`config.mk`:
```
export PLATFORM = sky130hd
export DESIGN_NAME = scan_chain_port
export DESIGN_NICKNAME = d
export VERILOG_FILES = /design/src/verilog/scan_chain_pkg.sv /design/src/verilog/scan_chain_port.sv
export VERILOG_INCLUDE_DIRS = /design/src /design/src/verilog
export SDC_FILE = /design/constraint.sdc
export NUM_CORES = 1
export LEC_CHECK = 0
export ABC_AREA = 1
export BUFFER_PORTS_ARGS = -buffer_cell sky130_fd_sc_hd__buf_4
export CORE_MARGIN = 8
export CORE_UTILIZATION = 35
export DETAILED_ROUTE_END_ITERATION = 7
export GPL_TIMING_DRIVEN = 0
export PLACE_DENSITY_LB_ADDON = 0.3
export REMOVE_ABC_BUFFERS = 1
export SLEW_MARGIN = 0
export SYNTH_ARGS = -nofsm -noshare
export SYNTH_HDL_FRONTEND = slang
export SYNTH_SLANG_ARGS = --single-unit
```
`constraint.sdc`:
```
create_clock -name clk -period 10.25 [get_ports clk]
set_input_delay 3.075 -clock clk [delete_from_list [all_inputs] [get_ports clk]]
set_output_delay 3.075 -clock clk [all_outputs]
set_load 0.05 [all_outputs]
```
`src/verilog/scan_chain_params.svh`:
```
// Constants for the scan chain position and port select block
`ifndef SCAN_CHAIN_PARAMS_SVH
`define SCAN_CHAIN_PARAMS_SVH
`define ADDR_CHAIN_PAD     12'h000
`define ADDR_ACCESS_PORT_PAD 12'h004
`define ADDR_CTRL          12'h008
`define ADDR_PORTS         12'h00C
`define ADDR_PORTS2        12'h010
`define ADDR_SCAN_CMD      12'h014
`define ADDR_SCAN_TDI      12'h018
`define ADDR_SCAN_TDO      12'h01C
`define ADDR_STATUS        12'h020
`define PARK_STATE_RESET   4'h7
`define DEBUG_PORT_RESET   8'h01
`define TAP_SHIFT_DR       4'h2
`define TAP_SHIFT_IR       4'hA
`define TAP_RTI            4'hC
`define TAP_TLR            4'hF
`define SCAN_LEN_MAX       8'h20
`endif

```
`src/verilog/scan_chain_pkg.sv`:
```
// Types for the scan chain position and port select block
package scan_chain_pkg;
   typedef enum logic [5:0] {
      ST_IDLE  = 6'b000001,
      ST_NAV   = 6'b000010,
      ST_SHIFT = 6'b000100,
      ST_EXIT  = 6'b001000,
      ST_PARK  = 6'b010000,
      ST_TRI   = 6'b100000
   } seq_e;
endpackage : scan_chain_pkg

```
`src/verilog/scan_chain_port.sv`:
```
// Scan link master with chain padding, shared-port ownership and access port selection
//
// Contract
// - Link uses test reset, scan clock, state control, data into and out of chain.
// - Every other port on the chain receives the all-ones bypass instruction.
// - Ports between target and probe input add one data pad bit each.
// - Ports between probe output and target add one data pad bit each.
// - Instruction bits between target and probe input are padded, default zero.
// - Instruction bits between probe output and target are padded, default zero.
// - A second set of four pad counts serves the debug access port.
// - Only the master drives test and system reset; a slave leaves them undriven.
// - Tristate mode parks the controller and clock level before releasing outputs.
// - Parked clock level is configurable and defaults low.
// - Parking state is a four-bit code for the sixteen controller states; codes other than RTI and TLR park at Select-DR-Scan.
// - Parking state defaults to seven, Select-DR-Scan.
// - High performance bus port number 0 to 255, default zero.
// - Peripheral bus port number 0 to 255.
// - Extensible bus port number has no default; unavailable until set.
// - Debug register port number 0 to 255, default one.
// - Internal scan access port number 0 to 255.
// - Internal scan lane select 0 to 7 picks one of eight interfaces.
`timescale 1ns/1ps
`include "scan_chain_params.svh"
module scan_chain_port
   import scan_chain_pkg::*;
(
   // Clock and reset
   input wire logic clk,
   input wire logic sys_rst,
   // APB slave
   input wire logic psel,
   input wire logic penable,
   input wire logic pwrite,
   input wire logic [11:0] paddr,
   input wire logic [31:0] pwdata,
   output logic [31:0] prdata,
   output logic pready,
   output logic pslverr,
   // Scan link
   output logic tck_o,
   output logic tck_oe,
   output logic tms_o,
   output logic tms_oe,
   output logic tdi_o,
   output logic tdi_oe,
   input wire logic tdo_i,
   output logic test_reset_n_o,
   output logic test_reset_n_oe,
   output logic system_reset_line_n_o,
   output logic system_reset_line_n_oe,
   // Routing outputs
   output logic [7:0] high_perf_bus_port_number,
   output logic [7:0] peripheral_bus_port_number,
   output logic [7:0] extensible_bus_port_number,
   output logic extensible_bus_valid,
   output logic [7:0] debug_register_port_number,
   output logic [7:0] internal_scan_port_number,
   output logic [2:0] internal_scan_lane_select
);

   typedef struct packed {
      logic [7:0] dpb;
      logic [7:0] dpa;
      logic [7:0] ipb;
      logic [7:0] ipa;
      logic [7:0] adpb;
      logic [7:0] adpa;
      logic [7:0] aipb;
      logic [7:0] aipa;
      logic slave;
      logic tristate;
      logic park_lvl;
      logic [3:0] park_st;
      logic trst_assert;
      logic srst_assert;
      logic [7:0] ahb;
      logic [7:0] apb;
      logic [7:0] axi;
      logic axi_set;
      logic [7:0] dbg;
      logic [7:0] jap;
      logic [2:0] lane;
      logic is_ir;
      logic use_ap;
      logic [7:0] len;
      logic [31:0] tdi_data;
      logic [31:0] tdo_data;
      seq_e st;
      logic [15:0] total;
      logic [15:0] cnt;
      logic [15:0] pre;
      logic [3:0] nav_cnt;
      logic [7:0] nav_pat;
      logic ph;
      logic tck;
      logic tms;
      logic tdi;
      logic drive;
      logic busy;
      logic [31:0] rdata;
      logic rdy;
      logic err;
      logic tdo_s1;
      logic tdo_s2;
   } state_s;

   state_s q, d;
   logic wr_en;
   logic rd_en;
   logic [15:0] pad_lo;
   logic [15:0] pad_hi;
   logic pad_bit;
   logic [15:0] idx;

   assign wr_en = psel && penable && pwrite && !q.rdy;
   assign rd_en = psel && penable && !pwrite && !q.rdy;

   // Pad counts: lo are shifted first and end up nearest the chain output, hi last
   always_comb
   begin
      if (q.use_ap)
      begin
         // Access port counts are named from the chain output side, so after goes first
         pad_lo = q.is_ir ? {8'h00, q.aipa} : {8'h00, q.adpa};
         pad_hi = q.is_ir ? {8'h00, q.aipb} : {8'h00, q.adpb};
      end
      else
      begin
         pad_lo = q.is_ir ? {8'h00, q.ipb} : {8'h00, q.dpb};
         pad_hi = q.is_ir ? {8'h00, q.ipa} : {8'h00, q.dpa};
      end
   end

   always_comb
   begin
      d = q;
      d.rdy = 1'b0;
      d.err = 1'b0;
      d.tdo_s1 = tdo_i;
      d.tdo_s2 = q.tdo_s1;
      idx = 16'h0000;
      pad_bit = 1'b0;
      // Register writes
      if (wr_en)
      begin
         d.rdy = 1'b1;
         case (paddr)
            `ADDR_CHAIN_PAD:
            begin
               d.dpb = pwdata[7:0];
               d.dpa = pwdata[15:8];
               d.ipb = pwdata[23:16];
               d.ipa = pwdata[31:24];
            end
            `ADDR_ACCESS_PORT_PAD:
            begin
               d.adpb = pwdata[7:0];
               d.adpa = pwdata[15:8];
               d.aipb = pwdata[23:16];
               d.aipa = pwdata[31:24];
            end
            `ADDR_CTRL:
            begin
               d.slave = pwdata[0];
               d.tristate = pwdata[1];
               d.park_lvl = pwdata[2];
               d.park_st = pwdata[7:4];
               d.trst_assert = pwdata[8];
               d.srst_assert = pwdata[9];
            end
            `ADDR_PORTS:
            begin
               d.ahb = pwdata[7:0];
               d.apb = pwdata[15:8];
               d.axi = pwdata[23:16];
               d.axi_set = 1'b1;
               d.dbg = pwdata[31:24];
            end
            `ADDR_PORTS2:
            begin
               d.jap = pwdata[7:0];
               d.lane = pwdata[10:8];
            end
            `ADDR_SCAN_CMD:
            begin
               if (q.busy || q.tristate || pwdata[7:0] == 8'h00 || pwdata[7:0] > `SCAN_LEN_MAX)
                  d.err = 1'b1;
               else
               begin
                  d.len = pwdata[7:0];
                  d.is_ir = pwdata[8];
                  d.use_ap = pwdata[9];
                  d.busy = 1'b1;
               end
            end
            `ADDR_SCAN_TDI:
               d.tdi_data = pwdata;
            default:
               d.err = 1'b1;
         endcase
      end
      if (rd_en)
      begin
         d.rdy = 1'b1;
         case (paddr)
            `ADDR_CHAIN_PAD: d.rdata = {q.ipa, q.ipb, q.dpa, q.dpb};
            `ADDR_ACCESS_PORT_PAD: d.rdata = {q.aipa, q.aipb, q.adpa, q.adpb};
            `ADDR_CTRL: d.rdata = {22'h000000, q.srst_assert, q.trst_assert, q.park_st, 1'b0, q.park_lvl,
               q.tristate, q.slave};
            `ADDR_PORTS: d.rdata = {q.dbg, q.axi, q.apb, q.ahb};
            `ADDR_PORTS2: d.rdata = {21'h000000, q.lane, q.jap};
            `ADDR_SCAN_TDI: d.rdata = q.tdi_data;
            `ADDR_SCAN_TDO: d.rdata = q.tdo_data;
            `ADDR_STATUS: d.rdata = {28'h0000000, q.axi_set, q.drive, q.tristate, q.busy};
            default:
            begin
               d.rdata = 32'h00000000;
               d.err = 1'b1;
            end
         endcase
      end
      // Sequencer; each scan clock half period is one clk, so tck runs at clk/2
      d.ph = ~q.ph;
      case (q.st)
         ST_IDLE:
         begin
            d.tck = 1'b0;
            d.ph = 1'b0;
            d.drive = 1'b1;
            if (q.busy)
            begin
               // From Run-Test/Idle: DR 1,0,0 ; IR 1,1,0,0 (LSB first)
               d.nav_pat = q.is_ir ? 8'h03 : 8'h01;
               d.nav_cnt = q.is_ir ? 4'h4 : 4'h3;
               d.total = pad_lo + {8'h00, q.len} + pad_hi;
               d.pre = pad_lo;
               d.cnt = 16'h0000;
               d.tdo_data = 32'h00000000;
               d.st = ST_NAV;
            end
            else if (q.tristate)
            begin
               d.nav_cnt = 4'h0;
               d.st = ST_PARK;
            end
         end
         ST_NAV:
         begin
            if (!q.ph)
               d.tms = q.nav_pat[0];
            // State control moves with the falling scan clock, so it is settled at the rise
            d.tck = q.ph;
            if (q.ph)
            begin
               d.nav_pat = {1'b0, q.nav_pat[7:1]};
               d.nav_cnt = q.nav_cnt - 4'h1;
               if (q.nav_cnt == 4'h1)
                  d.st = ST_SHIFT;
            end
         end
         ST_SHIFT:
         begin
            d.tck = q.ph;
            if (!q.ph)
            begin
               idx = q.cnt - q.pre;
               // Instruction pads carry ones so other ports get bypass
               pad_bit = q.is_ir ? 1'b1 : 1'b0;
               if (q.cnt < q.pre || idx >= {8'h00, q.len})
                  d.tdi = pad_bit;
               else
                  d.tdi = q.tdi_data[idx[4:0]];
               d.tms = (q.cnt == q.total - 16'h0001);
            end
            else
            begin
               // Synchronised tdo trails by one scan bit, so this rise stores the previous bit
               idx = q.cnt - q.pre - 16'h0001;
               if (q.cnt > q.pre && idx < {8'h00, q.len})
                  d.tdo_data[idx[4:0]] = q.tdo_s2;
               d.cnt = q.cnt + 16'h0001;
               if (q.cnt == q.total - 16'h0001)
               begin
                  d.nav_pat = 8'h01;
                  d.nav_cnt = 4'h2;
                  d.st = ST_EXIT;
               end
            end
         end
         ST_EXIT:
         begin
            // Update then Run-Test/Idle
            d.tck = q.ph;
            if (!q.ph)
               d.tms = q.nav_pat[0];
            else
            begin
               // The last scan bit comes out of the synchroniser here
               idx = q.cnt - q.pre - 16'h0001;
               if (q.nav_cnt == 4'h2 && q.cnt > q.pre && idx < {8'h00, q.len})
                  d.tdo_data[idx[4:0]] = q.tdo_s2;
               d.nav_pat = {1'b0, q.nav_pat[7:1]};
               d.nav_cnt = q.nav_cnt - 4'h1;
               if (q.nav_cnt == 4'h1)
               begin
                  d.busy = 1'b0;
                  d.st = ST_IDLE;
               end
            end
         end
         ST_PARK:
         begin
            // Walk from Run-Test/Idle to the parking state: TLR via 5 ones, RTI via one 0, others via a single 1
            d.tck = q.ph;
            if (!q.ph)
            begin
               if (q.park_st == `TAP_RTI)
                  d.tms = 1'b0;
               else if (q.park_st == `TAP_TLR)
                  d.tms = 1'b1;
               else
                  d.tms = (q.nav_cnt == 4'h0);
            end
            else
            begin
               d.nav_cnt = q.nav_cnt + 4'h1;
               if (q.park_st == `TAP_RTI || (q.park_st == `TAP_TLR && q.nav_cnt == 4'h4)
                  || (q.park_st != `TAP_TLR && q.nav_cnt == 4'h0))
               begin
                  d.st = ST_TRI;
               end
            end
         end
         ST_TRI:
         begin
            // Other parking codes stop at Select-DR-Scan; a full walk would need a longer table
            d.tck = q.park_lvl;
            // Release only once the clock already stands at its parked level
            if (q.tck == q.park_lvl)
               d.drive = 1'b0;
            d.ph = 1'b0;
            if (!q.tristate)
            begin
               d.tms = 1'b1;
               d.nav_cnt = 4'h0;
               d.st = ST_IDLE;
            end
         end
         default:
            d.st = ST_IDLE;
      endcase
   end

   always_ff @(posedge clk)
   begin
      if (sys_rst)
      begin
         q <= '0;
         q.park_st <= `PARK_STATE_RESET;
         q.dbg <= `DEBUG_PORT_RESET;
         q.st <= ST_IDLE;
         q.tms <= 1'b1;
      end
      else
         q <= d;
   end

   assign prdata = q.rdata;
   assign pready = q.rdy;
   assign pslverr = q.err;
   assign tck_o = q.tck;
   assign tck_oe = q.drive;
   assign tms_o = q.tms;
   assign tms_oe = q.drive;
   assign tdi_o = q.tdi;
   assign tdi_oe = q.drive;
   assign test_reset_n_o = ~q.trst_assert;
   assign test_reset_n_oe = ~q.slave && q.drive;
   assign system_reset_line_n_o = ~q.srst_assert;
   assign system_reset_line_n_oe = ~q.slave && q.drive;
   assign high_perf_bus_port_number = q.ahb;
   assign peripheral_bus_port_number = q.apb;
   assign extensible_bus_port_number = q.axi;
   assign extensible_bus_valid = q.axi_set;
   assign debug_register_port_number = q.dbg;
   assign internal_scan_port_number = q.jap;
   assign internal_scan_lane_select = q.lane;

endmodule : scan_chain_port
```
=== After elaboration in Yosys (flattened, before gate mapping) ===
Index checks and enable logic that the tools add are counted.

* Equal/unequal tests: 40
* Reduce and logical (&&, ||, !) cells: 51
* Bitwise gates (word level): 5
* Add/subtract/negate cells: 8
* $lt $le $gt $ge: 8
* Muxes and demuxes: 66

{| class="wikitable"
|+ Operators by type and width
! operator !! number
|-
| 32-bit one-hot mux with 8 select lines || 1
|-
| 32-bit 2-to-1 mux || 4
|-
| 32-bit one-hot mux with 3 select lines || 1
|-
| 38-bit 2-to-1 mux || 2
|-
| 8-bit 2-to-1 mux || 7
|-
| 6-bit 2-to-1 mux || 9
|-
| 12-bit by 5-bit equality test with 1-bit output (second input constant) || 4
|-
| 12-bit 2-to-1 mux || 3
|-
| 6-bit one-hot mux with 6 select lines || 1
|-
| 16-bit by 8-bit adder with 16-bit output || 2
|-
| 32-bit bitwise mux || 1
|-
| 2-bit inequality test (second input constant) || 16
|-
| 16-bit one-hot mux with 2 select lines || 1
|-
| 16-bit by 1-bit subtractor with 16-bit output (second input constant) || 2
|-
| 12-bit by 4-bit equality test with 1-bit output (second input constant) || 2
|-
| 8-bit one-hot mux with 3 select lines || 1
|-
| 4-bit one-hot mux with 5 select lines || 1
|-
| 1-bit 2-to-1 mux || 18
|-
| 2-bit AND reduction || 9
|-
| 16-bit by 1-bit adder with 16-bit output (second input constant) || 1
|-
| 16-bit equality test || 1
|-
| 16-bit by 8-bit greater-or-equal comparator with 1-bit output || 1
|-
| 16-bit greater-than comparator || 1
|-
| 16-bit less-than comparator || 1
|-
| other kinds (53) || 88
|}

* Bits of input ports: 50
* Logic and storage cells: 221
* Flip-flop bits (word level): 299

=== Depth between registers and ports, before layout ===
* Word-level depth: 10
* Depth in mapped cells: 27

=== Worst setup path after synthesis ===
OpenSTA, ideal clock, no wires.

* Kind: flip-flop to output port
* Start: register q (netlist bit tck_oe)
* End: output port test_reset_n_oe
* Path slack: 5369 ps
* Data required time: 7175 ps
* Path buffers: 1
* Arrival time: 1806 ps
* Stages on the path, launching flop included: 4
* Path through: dfxtp_1 -> inv_1 -> nor2_1 -> buf_4

* Cells in the longest elaborated chain, start to end: 1

{| class="wikitable"
|+ RTL lines
! element !! line !! text
|-
| from (decl) || scan_chain_port.sv:107 || <nowiki>state_s q, d;</nowiki>
|-
| 1-bit logical AND || n/a ||
|-
| to (decl) || scan_chain_port.sv:48 || <nowiki>output logic test_reset_n_oe,</nowiki>
|}

No other way between the ends.

=== Worst setup path in the final report ===
* Start: input port paddr[7]
* End: register q[293] (netlist bit)

* Cells in the longest elaborated chain, start to end: 2

{| class="wikitable"
|+ RTL lines
! element !! line !! text
|-
| from (decl) || scan_chain_port.sv:34 || <nowiki>input wire logic [11:0] paddr,</nowiki>
|-
| 12-bit zero test || scan_chain_port.sv:147 || <nowiki>case (paddr)</nowiki>
|-
| 2-bit AND reduction (no source line) || n/a ||
|}

No other way between the ends.
A chain may end at the register's enable or synchronous reset.

==> results.sh <==
export IMPL_grt_busiest_layer="met2"
export IMPL_area_growth_pct=13.27
export IMPL_dpl_cell_area_um2=16810
export IMPL_synth_commonest_cells="nand2_1 (361), inv_1 (298), a21oi_1 (285)"
export IMPL_postSynth_asyncResetShare=0
export IMPL_power_frac_clock=0.355
export IMPL_netlist_top_cells_area="dfxtp_1 (35%), a21oi_1 (9.0%), nand2_1 (8.5%), o21ai_0 (7.6%), inv_1 (7.1%)"
export IMPL_coreArea_um2=45090
export IMPL_routedWlPerCell_um=18.63
export IMPL_path_max_fanout=31
export IMPL_viasPerCell=5.334
export IMPL_clk_path_buf_depth=3
export IMPL_min_path_type="flop to flop"
export IMPL_swShare=0.3708
export IMPL_ios=138
export IMPL_hpwl_um=38910
export IMPL_drcViolationCount=0
export IMPL_antenna_found_initial=1
export IMPL_clkSlewWorstSetupHoldPaths_ns=0.06
export IMPL_yosysWarnings=0
export IMPL_skew_ns=0.01737
export IMPL_critPathRequiredTime_ns=10.68
export IMPL_postCtsResizedCells=0
export IMPL_outcome="completed"
export IMPL_cts_hold_buf=0
export IMPL_ys_seq_area_frac=0.3522
export IMPL_numClockSinks=279
export IMPL_cts_buffers=35
export IMPL_comb_power_share=0.323
export IMPL_max_freq_ghz=0.1664
export IMPL_synth_edff_count=0
export IMPL_met2_usage=0.3326
export IMPL_relSlewSlack=0.1880
export IMPL_p_int_mw=2.213
export IMPL_leakagePower_nw=7.169
export IMPL_dpl_worst_slack_ns=3.342
export IMPL_die_y_um=228.8
export IMPL_worst_setup_path_start_kind="primary input"
export IMPL_p_switching_mw=1.304
export IMPL_synth_seq_cells=279
export IMPL_critPathCaptureType="flop"
export IMPL_grt_met1_usage=0.2531
export IMPL_period_needed_ns=6.008
export IMPL_yosysMostFrequentCell="nand2_1"
export IMPL_drtIter0Drc=1205
export IMPL_grt_max_degree=81
export IMPL_post_synth_top_area_fraction=0.3522
export IMPL_grt_use_met3=0.02792
export IMPL_vias=15560
export IMPL_powerDensity_nw_per_um2=195.8
export IMPL_final_cell_area_um2=17960
export IMPL_n_fill_cell=4748
export IMPL_post_cts_buffers=0
export IMPL_ys_types=55
export IMPL_avgSynthCellArea_um2=6.876
export IMPL_ys_flop_type="dfxtp_1"
export IMPL_fin_ws_ns=4.242
export IMPL_finalSetupTns_ns=0
export IMPL_synth_top_cell_by_area="dfxtp_1"
export IMPL_drive_gt1_frac=0.1079
export IMPL_dr_pass1_iters=5
export IMPL_arrival_ns=6.44
export IMPL_h_tree_depth=2
export IMPL_min_period_over_period=0.5862
export IMPL_grt_total_usage=0.1971
export IMPL_antenna_left=0
export IMPL_grt_pass1_vias=14430
export IMPL_gp_congestion=0.8973
export IMPL_synth_area_um2=15860
export IMPL_setup_worst_path_class="primary input to flop"
export IMPL_final_net_count=2397
export IMPL_synthCells=2306
export IMPL_cap_violations=0
export IMPL_dieArea_um2=52370
export IMPL_tightestPinTransition_ns=1.214
export IMPL_maxSlewViolCount=0
export IMPL_initial_utilization=0.3517
export IMPL_clk_latency_ns=0.55
export IMPL_finalSetupViolCount=0
export IMPL_finalHoldViolCount=0
export IMPL_drt_wl_total_um=54330
export IMPL_grt_pass1_wl_um=83120
export IMPL_power_frac_seq=0.322
export IMPL_port_buffer_count=137
export IMPL_clock_root_buffer="clkbuf_16"
export IMPL_die_x_um=228.8
export IMPL_max_vdd_ir_drop_v=0.0001020
export IMPL_rsz0062_at_grt="no"
export IMPL_grt_overflow_total=0
export IMPL_num_rows=78
export IMPL_cts_tree="yes"
final cells by class:
class / count / area, um^2 / area share
repair buffers: 149 / 1250 / 0.06959
clock inverters: 12 / 156.4 / 0.008708
inverters: 311 / 1170 / 0.06513
diodes: 1 / 2.502 / 0.0001393
flip-flops and latches: 279 / 5587 / 0.3110
clock buffers: 46 / 978.4 / 0.05448
multi-input cells: 1519 / 8066 / 0.4491
well taps: 600 / 750.7 / 0.04180
sequential cells by signal (all words and copies together) (netlist names):
register and count:
tms_o 1, internal_scan_lane_select 3, debug_register_port_number 8, extensible_bus_valid 1
prdata 32, d 1, peripheral_bus_port_number 8, extensible_bus_port_number 8
internal_scan_port_number 8, pready 1, pslverr 1, tck_oe 1
tck_o 1, high_perf_bus_port_number 8, tdi_o 1, q 196
layout by cell type, fill, tap and decap left out, drive strengths merged, types with 46 or more instances in the layout:
master / instances
inv: 309
o21ai: 242
buf: 149
nand2: 370
a21oi: 286
nor2: 185
dfxtp: 279
clkbuf: 46
nand4: 50
nand3: 137
per-stage QoR:
step / utilization / cells / hold slack, ns / power, mW
4_1_cts: 0.3981 / 2916 / 0.4320 / 3.526
5_1_grt: 0.3984 / 2917 / 0.4531 / 3.709
3_3_place_gp: 0.3671 / 2846 / 0.4322 / 2.223
2_1_floorplan: - / 2109 / 0.3883 / 1.919
3_5_place_dp: 0.3729 / 2858 / 0.4217 / 2.268
6_report: 0.3984 / 2917 / 0.4198 / 3.517
power by group through the flow:
| stage | registers [mW] | logic (mW) | clock network (mW) |
|---|---|---|---|
| 3_5_place_dp | 1.16 | 1.11 | 0 |
| 4_1_cts | 1.13 | 1.12 | 1.27 |
| 2_1_floorplan | 1.17 | 0.745 | 0 |
| 6_report | 1.13 | 1.13 | 1.25 |
| 5_1_grt | 1.14 | 1.26 | 1.31 |
| 3_3_place_gp | 1.16 | 1.07 | 0 |
worst paths after layout:
path	startpoint	end	slack, ns	cells after the start
worst min register to register	d[0]	q[0]	0.42	2
worst max-delay path	paddr[7]	q[293]	4.24	12
worst max register to register	q[70]	q[111]	4.81	22
worst min-delay path	d[0]	q[0]	0.42	2
per-layer routing:
metal	share of wire	vias up	wire length, um
met4	0.034	0	1834
met1	0.44	7379	23650
met2	0.47	479	25760
li1	-	7595	-
met5	0	-	0
met3	0.057	105	3093
critical path, cell delays in order:
cell and delay [ns]:
buf_4 0.11, nor2_1 0.15, inv_1 0.07, nor2_1 0.12, nand2_1 0.11, nor2_1 0.20
nand2_1 0.70, inv_2 0.83, nand2_2 0.48, buf_12 0.32, o21ai_0 0.17, a21oi_1 0.06
cells by family after synthesis:
logic type               synth area share
flip-flops                         0.3522
adder cells (fa/ha/maj)           0.04577
buffers and inverters              0.1419
XOR/XNOR                          0.01768
AND/OR/NAND/NOR                    0.2113
AO/OA/AOI/OAI                      0.2311
Power figures use the tool's default switching activity.
